<file path="config.mk">
export PLATFORM = sky130hd
export DESIGN_NAME = fault_and_attach_status_regs
export DESIGN_NICKNAME = d
export VERILOG_FILES = /design/src/pkg/fault_status_pkg.sv /design/src/fault_and_attach_status_regs.sv
export SDC_FILE = /design/constraint.sdc
export NUM_CORES = 1
export LEC_CHECK = 0
export ABC_AREA = 1
export BUFFER_PORTS_ARGS = -buffer_cell sky130_fd_sc_hd__buf_2
export CAP_MARGIN = 40
export CELL_PAD_IN_SITES_DETAIL_PLACEMENT = 2
export CELL_PAD_IN_SITES_GLOBAL_PLACEMENT = 2
export CORE_MARGIN = 1.5
export CORE_UTILIZATION = 30
export CTS_BUF_LIST = sky130_fd_sc_hd__clkbuf_4
export DETAILED_ROUTE_END_ITERATION = 16
export PLACE_DENSITY = 0.95
export SKIP_LAST_GASP = 1
export SLEW_MARGIN = 20
export SYNTH_ARGS = -nofsm -noshare
export SYNTH_HDL_FRONTEND = slang
export SYNTH_SLANG_ARGS = --single-unit
</file>
<file path="constraint.sdc">
create_clock -name CLK -period 1 [get_ports CLK]
set_input_delay 0.05 -clock CLK [delete_from_list [all_inputs] [get_ports CLK]]
set_output_delay 0.05 -clock CLK [all_outputs]
set_load 0.05 [all_outputs]
</file>
<file path="src/pkg/fault_status_pkg.sv">
// Constants for the fault event and live attach status register pair.
// Assumes one system clock; every status input is asynchronous to it.
// Notes on behaviour
// Fault flag reaches interrupt only when masked in
// Pre-bias flag: Type-C on, no sink, output high
// Heat warning flag sets at warning threshold
// Heat warning with foldback lowers advertised current, limit
// Read clears flag only when cause gone
// Bit 2 flags supply input overvoltage
// Bit 1 flags data line overvoltage
// Status register is live, read has no effect
// Status bit 4 shows Type-C sink attached
// Status bit 3 shows charger detect attach state
// Status bit 2 high while output below safe level
// Status bit 0 high while output power applied
// Reserved bits read zero, writes do nothing
package fault_status_pkg;

  localparam int unsigned ADDR_W = 8;
  localparam int unsigned DATA_W = 8;

  // Register offsets
  localparam logic [7:0] FAULT_EVENT_FLAGS_B_OFS = 8'h0c;
  localparam logic [7:0] LIVE_ATTACH_STATUS_OFS  = 8'h0d;

  // Fault register field positions
  localparam int unsigned OUTPUT_PREBIAS_BIT      = 5;
  localparam int unsigned DIE_HEAT_WARNING_BIT    = 3;
  localparam int unsigned SUPPLY_INPUT_OVERVOLT_BIT = 2;
  localparam int unsigned DATA_LINE_OVERVOLT_BIT  = 1;

  // Status register field positions
  localparam int unsigned TYPEC_SINK_PRESENT_BIT      = 4;
  localparam int unsigned CHARGER_DETECT_PRESENT_BIT  = 3;
  localparam int unsigned OUTPUT_BELOW_SAFE_LEVEL_BIT = 2;
  localparam int unsigned OUTPUT_POWER_APPLIED_BIT    = 0;

  // Implemented bits of each register; all others read zero
  localparam logic [7:0] FAULT_USED_MASK  = 8'h2e;
  localparam logic [7:0] STATUS_USED_MASK = 8'h1d;

  // Values after reset
  localparam logic [7:0] FAULT_RESET_VALUE = 8'h00;
  localparam logic [7:0] RDATA_RESET_VALUE = 8'h00;

  // Synchroniser inputs, in this order on the sync vector
  localparam int unsigned SYNC_W          = 9;
  localparam int unsigned S_TYPEC_EN      = 0;
  localparam int unsigned S_SINK          = 1;
  localparam int unsigned S_CHARGER       = 2;
  localparam int unsigned S_ABOVE_SAFE    = 3;
  localparam int unsigned S_HEAT          = 4;
  localparam int unsigned S_SUPPLY_INPUT_OVERVOLT_FLAG         = 5;
  localparam int unsigned S_DATA_LINE_OVERVOLT_FLAG       = 6;
  localparam int unsigned S_POWER_APPLIED = 7;
  localparam int unsigned S_FOLDBACK_EN   = 8;
  localparam logic [SYNC_W-1:0] SYNC_RESET_VALUE = 9'h000;

endpackage

</file>
<file path="src/fault_and_attach_status_regs.sv">
// Fault event flag register and live attach status register with read port.
// Assumes status inputs come from analog comparators outside the clock domain
// and the interrupt mask arrives from register logic on the same clock.
`timescale 1ns/10ps

module fault_and_attach_status_regs
  import fault_status_pkg::*;
(
  input  wire logic              CLK,
  input  wire logic              RESET,
  input  wire logic              TYPEC_ENABLE,
  input  wire logic              TYPEC_SINK_PRESENT,
  input  wire logic              CHARGER_DETECT_PRESENT,
  input  wire logic              OUTPUT_VOLTAGE_MONITOR_ABOVE_SAFE,
  input  wire logic              DIE_HEAT_WARNING,
  input  wire logic              SUPPLY_INPUT_OVERVOLT,
  input  wire logic              DATA_LINE_OVERVOLT,
  input  wire logic              OUTPUT_POWER_APPLIED,
  input  wire logic              THERMAL_FOLDBACK_ENABLE,
  input  wire logic [DATA_W-1:0] IRQ_MASK,
  input  wire logic              REG_RD,
  input  wire logic [ADDR_W-1:0] REG_ADDR,
  output logic      [DATA_W-1:0] REG_RDATA,
  output logic                   REG_RVALID,
  output logic                   IRQ_OUT,
  output logic                   CURRENT_FOLDBACK
);

  logic [SYNC_W-1:0] async_in;
  logic [SYNC_W-1:0] sync_stage1_reg;
  logic [SYNC_W-1:0] sync_reg;

  assign async_in = {THERMAL_FOLDBACK_ENABLE, OUTPUT_POWER_APPLIED, DATA_LINE_OVERVOLT,
                     SUPPLY_INPUT_OVERVOLT, DIE_HEAT_WARNING,
                     OUTPUT_VOLTAGE_MONITOR_ABOVE_SAFE, CHARGER_DETECT_PRESENT,
                     TYPEC_SINK_PRESENT, TYPEC_ENABLE};

  // Two-flop synchroniser per input; first stage feeds only the second
  genvar gi;
  generate
    for (gi = 0; gi < SYNC_W; gi++) begin : g_sync
      always_ff @(posedge CLK) begin
        if (RESET) begin
          sync_stage1_reg[gi] <= SYNC_RESET_VALUE[gi];
          sync_reg[gi]        <= SYNC_RESET_VALUE[gi];
        end else begin
          sync_stage1_reg[gi] <= async_in[gi];
          sync_reg[gi]        <= sync_stage1_reg[gi];
        end
      end
    end
  endgenerate

  // Current causes of each fault flag
  logic [DATA_W-1:0] fault_cause;
  logic [DATA_W-1:0] status_live;
  logic              fault_read;
  logic              status_read;

  always_comb begin
    fault_cause = '0;
    fault_cause[OUTPUT_PREBIAS_BIT] = sync_reg[S_TYPEC_EN] & ~sync_reg[S_SINK]
                                      & sync_reg[S_ABOVE_SAFE];
    fault_cause[DIE_HEAT_WARNING_BIT]      = sync_reg[S_HEAT];
    fault_cause[SUPPLY_INPUT_OVERVOLT_BIT] = sync_reg[S_SUPPLY_INPUT_OVERVOLT_FLAG];
    fault_cause[DATA_LINE_OVERVOLT_BIT]    = sync_reg[S_DATA_LINE_OVERVOLT_FLAG];
  end

  // Live status, sampled straight from the synchronised inputs
  always_comb begin
    status_live = '0;
    status_live[TYPEC_SINK_PRESENT_BIT]      = sync_reg[S_SINK];
    status_live[CHARGER_DETECT_PRESENT_BIT]  = sync_reg[S_CHARGER];
    status_live[OUTPUT_BELOW_SAFE_LEVEL_BIT] = ~sync_reg[S_ABOVE_SAFE];
    status_live[OUTPUT_POWER_APPLIED_BIT]    = sync_reg[S_POWER_APPLIED];
  end

  assign fault_read  = REG_RD && (REG_ADDR == FAULT_EVENT_FLAGS_B_OFS);
  assign status_read = REG_RD && (REG_ADDR == LIVE_ATTACH_STATUS_OFS);

  // Fault flag state
  logic [DATA_W-1:0] fault_reg;
  logic [DATA_W-1:0] fault_next;

  // Set wins: an event that lands in the read cycle is never lost
  always_comb begin
    fault_next = fault_reg;
    if (fault_read) begin
      fault_next = fault_reg & fault_cause;
    end
    fault_next = (fault_next | fault_cause) & FAULT_USED_MASK; // Set wins over clear
  end

  always_ff @(posedge CLK) begin
    if (RESET) begin
      fault_reg <= FAULT_RESET_VALUE;
    end else begin
      fault_reg <= fault_next;
    end
  end

  // Read port; there is no write path, so writes cannot change either register
  logic [DATA_W-1:0] rdata_next;
  logic              rvalid_next;

  always_comb begin
    rvalid_next = REG_RD;
    rdata_next  = RDATA_RESET_VALUE;
    if (fault_read) begin
      rdata_next = fault_reg & FAULT_USED_MASK;
    end else if (status_read) begin
      rdata_next = status_live & STATUS_USED_MASK;
    end
  end

  // Interrupt and foldback outputs
  logic irq_next;
  logic foldback_next;

  always_comb begin
    irq_next      = |(fault_reg & IRQ_MASK);
    foldback_next = fault_reg[DIE_HEAT_WARNING_BIT] & sync_reg[S_FOLDBACK_EN];
  end

  always_ff @(posedge CLK) begin
    if (RESET) begin
      REG_RDATA        <= RDATA_RESET_VALUE;
      REG_RVALID       <= 1'b0;
      IRQ_OUT          <= 1'b0;
      CURRENT_FOLDBACK <= 1'b0;
    end else begin
      REG_RDATA        <= rdata_next;
      REG_RVALID       <= rvalid_next;
      IRQ_OUT          <= irq_next;
      CURRENT_FOLDBACK <= foldback_next;
    end
  end
endmodule // fault_and_attach_status_regs
</file>
Word-level counts from Yosys, hierarchy flattened
Index checks and enable logic that the tools add are counted.
{ "totals": {"ff_bits": 33} }
{ "op_classes": {"n_reduce_logical": 5, "mux": 3, "bitwise": 9, "eq_ne": 2} }
{ "ops": {"columns": ["operator", "n"], "rows": [
  ["equality test 8 x 4 -> 1 bit (second input constant)", 2],
  ["2-to-1 mux 6 bit", 2],
  ["AND 6 x 8 -> 8 bit", 1],
  ["OR reduction 8 bit", 1],
  ["AND 6 bit", 1],
  ["bitwise OR 6 bit", 1],
  ["2-to-1 mux 5 bit", 1],
  ["AND 1 bit", 3],
  ["inverter 1 bit", 3],
  ["OR reduction 3 bit", 1],
  ["logical AND 1 bit", 2],
  ["OR reduction 2 bit", 1]
]} }

Logic depth before layout (Yosys ltp)
Gate-level depths: netlist (run 1).
{ "depth": {"depth_word": 6, "ltp_mapped": 6} }

Worst setup path before layout (run 1)
Ideal clock, no wire load.
{ "synth_path": {"path_kind": "reg-to-output", "start": "reg CURRENT_FOLDBACK", "end": "out CURRENT_FOLDBACK", "setup_slack_ps": 363, "path_buffers": 0, "stages_incl_launch_ff": 1, "arrival_ps": 587, "path_cell_list": "dfxtp_1"} }
{ "synth_rtl": {"columns": ["item", "line", "rtl"], "rows": [
  ["from (decl)", "fault_and_attach_status_regs.sv:26", "output logic CURRENT_FOLDBACK"],
  ["from (signal assigned)", "fault_and_attach_status_regs.sv:135", "CURRENT_FOLDBACK <= foldback_next;"]
]} }
No word-level cell between the ends.

Worst setup path after layout (run 1)
{ "layout_path": {"start": "reg REG_RDATA[0]", "end": "out REG_RDATA[0]"} }
{ "layout_rtl": {"columns": ["item", "line", "rtl"], "rows": [
  ["from (decl)", "fault_and_attach_status_regs.sv:23", "output logic [DATA_W-1:0] REG_RDATA,"],
  ["from (signal assigned)", "fault_and_attach_status_regs.sv:132", "REG_RDATA <= rdata_next;"]
]} }
No word-level cell between the ends.

==> flow_summary_export.csv, run 1 <==
group,metric,value,unit
global_routing,grt_first_pass_wirelength,4730,um
global_routing,grt_pass1_vias,1085,
cells_and_area,antenna_cells,0,
die,core,3420,um^2
timing,fin_ws,0.0425,ns
pwr,leakagePower,0.733,nW
critical_path,worstSetupEndpointType,"output pin",
die,die_x,63.5,um
timing,period_minus_slack,0.958,ns
synth,ys_seq_area_share,56.6,%
detailed_routing,via_per_inst,4.23,
cells_and_area,final_util,43.9,%
synth,synth_area,1100,um^2
cells_and_area,syn_to_final_growth,36.7,%
critical_path,cpMaxStageDelayCell,"dfxtp_1",
status,outcome,"complete, no violations",
timing,hold_viol,0,
critical_path,cpLargestDelayFamily,"flip-flops",
cells_and_area,fin_nets,206,
worst_hold_path,hold_depth,3,
pwr,power.density,1650,nW/um^2
critical_path,cp-startpoint,"REG_RDATA[0]",
timing,rsz0062_at_grt,"true",
critical_path,start_kind,"flip-flop",
synth,ys_seq_elements,31,
die,die_area,4030,um^2
cts,cts_max_level,2,
critical_path,r2r_end,"IRQ_OUT",
die,start_util,32.1,%
cts,cts-root-buf,"clkbuf_4",
critical_path,required,0.95,ns
critical_path,criticalPathCategory,"flip-flop to output pin",
worst_hold_path,hp-start,"REG_RD",
die,placementRows,21,
detailed_routing,firstDrtPassIters,2,
pwr,ir_worst_vdd,0.789,mV
global_routing,grt_max_degree,19,
detailed_routing,postRouteAntennaNets,0,
cells_and_area,largest_register_ffs,9,
cts,clock-sinks,31,
placement,dp_hpwl,2060,um
critical_path,cp_num_buf_inv,1,
worst_hold_path,hp-class,"input port to flip-flop",
timing,slew_viol_final,0,
critical_path,crit_fanout,1,
detailed_routing,routedWlPerCell,12.1,um
die,io_pins,39,
cells_and_area,drive_gt1_share,31.3,%
critical_path,reg2reg_from,"fault_reg[5]",
cts,clk_pin_slew,0.09,ns
worst_hold_path,whs_endpoint,"REG_RVALID",
synth,netlist_instances,130,
detailed_routing,first_iter_violations,4,
global_routing,grt.total_usage,15.5,%
die,die_h,63.5,um
timing,setup_viol,0,
cts,cts_buffers,5,
global_routing,antenna_found_initial,0,
synth,syn_area_per_cell,8.44,um^2
critical_path,worstPathCellList,"buf_2",
critical_path,crit_arrival,0.91,ns
job,maxCapViolCount,0,
synth,ys_warn_count,0,
placement,gp_congestion,0.723,
cts,clock_path_buffers,2,
timing,fin_crit_sh,95.8,%
detailed_routing,wl,2720,um
cts,tritoncts,"built",
detailed_routing,vias,951,
global_routing,overflow,0,
placement,placement.io_buffers,32,
placement,place_ws,0.179,ns
detailed_routing,drc,0,
timing,fin_worst_skew,0.00604,ns
cells_and_area,nFillCells,394,
critical_path,rrSetupSlack,0.26,ns
cts,post_cts_buffers,0,
critical_path,reg2regPathDepth,4,
cts,clock_latency,0.33,ns
synth,ys_types,16,
critical_path,critPathMaxStageDelay,0.32,ns
timing,clock.fmax,1040,MHz
[synthesized netlist by cell type]
cell / instances / area share, %
a31oi_1: 1 / 0.57
buf_2: 2 / 0.91
buf_4: 3 / 2.1
conb_1: 1 / 0.34
dfxtp_1: 31 / 57
inv_1: 24 / 8.2
inv_2: 3 / 1.0
nand2_1: 17 / 5.8
nand2_2: 3 / 1.7
nand3_1: 5 / 2.3
nand3_2: 3 / 2.7
nand4_1: 3 / 1.7
nand4_2: 1 / 1.1
nor2_1: 27 / 9.2
nor2_2: 1 / 0.57
nor2_4: 5 / 5.1
[kinds of logic after synthesis]
group                  share of synthesized area [%]
other                                          0.342
AOI/OAI and AO/OA                              0.570
DFF                                             56.6
and+or+nand+nor                                 30.3
buffers and inverters                           12.2
[per-stage QoR]
stage          hold WS [ns]  area, um^2  cells  TNS, ns  power [W]
6_report             0.0147        1500    225        0    0.00248
4_1_cts             0.00851        1490    225        0    0.00252
2_1_floorplan         0.119        1100    131        0    0.00145
5_1_grt             0.00554        1500    225  -0.0190    0.00260
3_3_place_gp          0.251        1290    205        0    0.00151
3_5_place_dp          0.265        1290    205        0    0.00153
[layer usage]
metal | global-route usage [%] | wire, um | up-vias
met5 | 0 | 0 | -
met1 | 14.8 | 1000 | 445
met4 | 7.88 | 62 | 0
met2 | 29.2 | 1530 | 26
li1 | - | - | 472
met3 | 4.82 | 117 | 8
[worst min-delay path, stage by stage]
cell    delay, ns
buf_2        0.10
inv_2        0.08
nor2_1       0.06
[power breakdown]
part	total, W	internal, W	switching (W)
Combinational	0.000241	0.000102	0.000140
Sequential	0.00130	0.00128	0.0000184
Clock	0.000936	0.000514	0.000422
[cell type report]
cell class	count	area (um^2)	area share, %
Sequential cell	31	621	41.4
Tap cell	46	57.6	3.84
Multi-Input combinational cell	68	347	23.1
Inverter	27	104	6.92
Clock inverter	3	38.8	2.59
Clock buffer	5	37.5	2.50
Timing Repair Buffer	45	295	19.7
[worst max-delay path by stage]
stage	cells past startpoint	endpoint	slack, ns
floorplan	0	CURRENT_FOLDBACK	0.36
global placement	6	fault_reg[5]	0.26
detailed placement	6	fault_reg[2]	0.18
CTS	7	REG_RDATA[3]	0.009
global route	7	REG_RDATA[3]	-0.02
finish	1	REG_RDATA[0]	0.04
[what timing repair did]
item,CTS,global route
gates resized for setup,0,4
hold buffers,12,0
hold endpoints to repair,12,0
setup endpoints to repair,0,5
[layout by cell type, fill, tap and decap left out]
cell / instances
a31oi_1: 1
buf_2: 29
buf_4: 1
bufinv_16: 1
clkbuf_4: 8
clkinv_1: 1
clkinv_2: 1
conb_1: 2
dfxtp_1: 31
dlygate4sd3_1: 12
inv_1: 24
inv_2: 2
inv_4: 1
nand2_1: 17
nand2_2: 3
nand3_1: 5
nand3_2: 3
nand4_1: 3
nand4_2: 1
nor2_1: 27
nor2_2: 1
nor2_4: 5
No activity file was read; power rests on OpenSTA's default activity.
==> inputs of run 2 (changes only) <==
PLACE_DENSITY = unset   (was 0.95)
PLACE_DENSITY_LB_ADDON = 0.1   (was unset)
SKIP_CTS_REPAIR_TIMING = 1   (was unset)
==> flow_summary_export.csv, run 2 (synthesis results as in run 1) <==
group,metric,value,unit
critical_path,criticalPathCategory,"flip-flop to output pin",
cells_and_area,final_common_cell,"dfxtp_1",
critical_path,crit_fanout,1,
timing,fin_crit_sh,94.7,%
pwr,power,0.00248,W
die,placementRows,21,
cts,cts_max_level,2,
cts,cts-root-buf,"clkbuf_4",
timing,period_minus_slack,0.947,ns
pwr,leakagePower,0.728,nW
cts,clock-sinks,31,
detailed_routing,first_iter_violations,17,
placement,gp_congestion,0.685,
critical_path,rrSetupSlack,0.25,ns
critical_path,worstPathCellList,"buf_2",
die,io_pins,39,
pwr,ir_worst_vdd,0.932,mV
global_routing,overflow,0,
placement,post_dp_cell_area,1310,um^2
cells_and_area,drive_gt1_share,31.6,%
die,die_x,63.5,um
timing,fin_ws,0.0534,ns
detailed_routing,firstDrtPassIters,4,
cells_and_area,fin_nets,204,
pwr,clock_power_share,38.2,%
critical_path,crit_arrival,0.90,ns
global_routing,grt_first_pass_wirelength,4130,um
detailed_routing,postRouteAntennaNets,0,
critical_path,reg2reg_from,"fault_reg[5]",
cts,clk_pin_slew,0.10,ns
timing,setup_viol,0,
pwr,seqPwrFrac,52.3,%
detailed_routing,drc,0,
timing,clock.fmax,1060,MHz
pwr,combPwrFrac,9.6,%
critical_path,required,0.95,ns
worst_hold_path,whs_endpoint,"IRQ_OUT",
timing,rsz0062_at_grt,"false",
global_routing,antenna_found_initial,0,
critical_path,cpLargestDelayFamily,"flip-flops",
placement,placement.io_buffers,32,
timing,fin_worst_skew,0.00511,ns
worst_hold_path,hp-start,"IRQ_MASK[2]",
cells_and_area,largest_register_ffs,9,
worst_hold_path,hp-class,"input port to flip-flop",
critical_path,reg2regPathDepth,4,
cells_and_area,final_cell_mix,"31 x dfxtp_1, 27 x nor2_1, 27 x buf_2, 24 x inv_1, 17 x nand2_1",
detailed_routing,via_per_inst,4.26,
die,die_area,4030,um^2
timing,slew_viol_final,0,
die,core,3420,um^2
detailed_routing,wl,2430,um
critical_path,worstSetupEndpointType,"output pin",
detailed_routing,routedWlPerCell,10.9,um
pwr,switching_power,0.000586,W
cells_and_area,stdcell_area,1500,um^2
critical_path,cp_num_buf_inv,1,
critical_path,start_kind,"flip-flop",
critical_path,critPathMaxStageDelay,0.32,ns
die,start_util,32.1,%
die,die_h,63.5,um
cts,clock_path_buffers,2,
cells_and_area,syn_to_final_growth,36.3,%
cts,tritoncts,"built",
cts,clock_latency,0.33,ns
pwr,power.internal,0.00189,W
cells_and_area,antenna_cells,0,
timing,fin_tns_setup,0,ns
worst_hold_path,hold_depth,3,
pwr,power.density,1660,nW/um^2
placement,place_ws,0.198,ns
global_routing,grt_pass1_vias,942,
global_routing,grt.total_usage,13.5,%
pwr,switching_share,23.6,%
critical_path,cpMaxStageDelayCell,"dfxtp_1",
timing,hold_viol,0,
global_routing,grt_max_degree,23,
job,maxCapViolCount,0,
critical_path,r2r_end,"IRQ_OUT",
detailed_routing,vias,949,
status,outcome,"complete, no violations",
placement,dp_hpwl,1810,um
cts,cts_buffers,5,
==> run 2: worst register-to-register path: cells and delay by family, from the launching register on <==
family | cells | cell delay, ns
buffers and inverters | 1 | 0.04
and+or+nand+nor | 2 | 0.12
AOI/OAI and AO/OA | 1 | 0.13
DFF | 1 | 0.38
==> run 2: cell type report <==
cell class / instances / area, um^2
fill: 392 / 1920
sequential: 31 / 621
multi-input combinational: 68 / 347
timing repair buffer: 43 / 293
inverter: 27 / 101
tap: 46 / 57.6
clock inverter: 3 / 38.8
clock buffer: 5 / 37.5
==> run 2: metal layers <==
layer | part of all wire, % | routed length (um) | GRT usage (%)
met5 | 0 | 0 | 0
met4 | 2.2 | 53 | 6.52
met3 | 5.3 | 129 | 4.82
met2 | 53 | 1300 | 24.2
met1 | 39 | 951 | 13.7
==> run 2: worst max path at each step <==
stage / from / end / depth (start not counted)
finish: IRQ_OUT / IRQ_OUT / 1
global route: IRQ_OUT / IRQ_OUT / 1
CTS: REG_RVALID / REG_RVALID / 1
detailed placement: REG_ADDR[3] / fault_reg[3] / 6
global placement: REG_ADDR[3] / fault_reg[1] / 6
floorplan: CURRENT_FOLDBACK / CURRENT_FOLDBACK / 0
==> run 2: power by group through the flow <==
stage | logic, W | clock network, W | registers, W
4_1_cts | 0.000212 | 0.000985 | 0.00130
5_1_grt | 0.000265 | 0.00106 | 0.00130
2_1_floorplan | 0.000112 | 0 | 0.00134
3_5_place_dp | 0.000211 | 0 | 0.00133
6_report | 0.000237 | 0.000946 | 0.00130
3_3_place_gp | 0.000197 | 0 | 0.00132
==> run 2: metrics by stage <==
stage | instances | hold WS, ns | util [%]
2_1_floorplan | 131 | 0.119 | -
3_3_place_gp | 205 | 0.249 | 38.2
3_5_place_dp | 205 | 0.259 | 38.2
4_1_cts | 213 | -0.103 | 40.5
5_1_grt | 223 | 0.00122 | 43.8
6_report | 223 | 0.00215 | 43.8
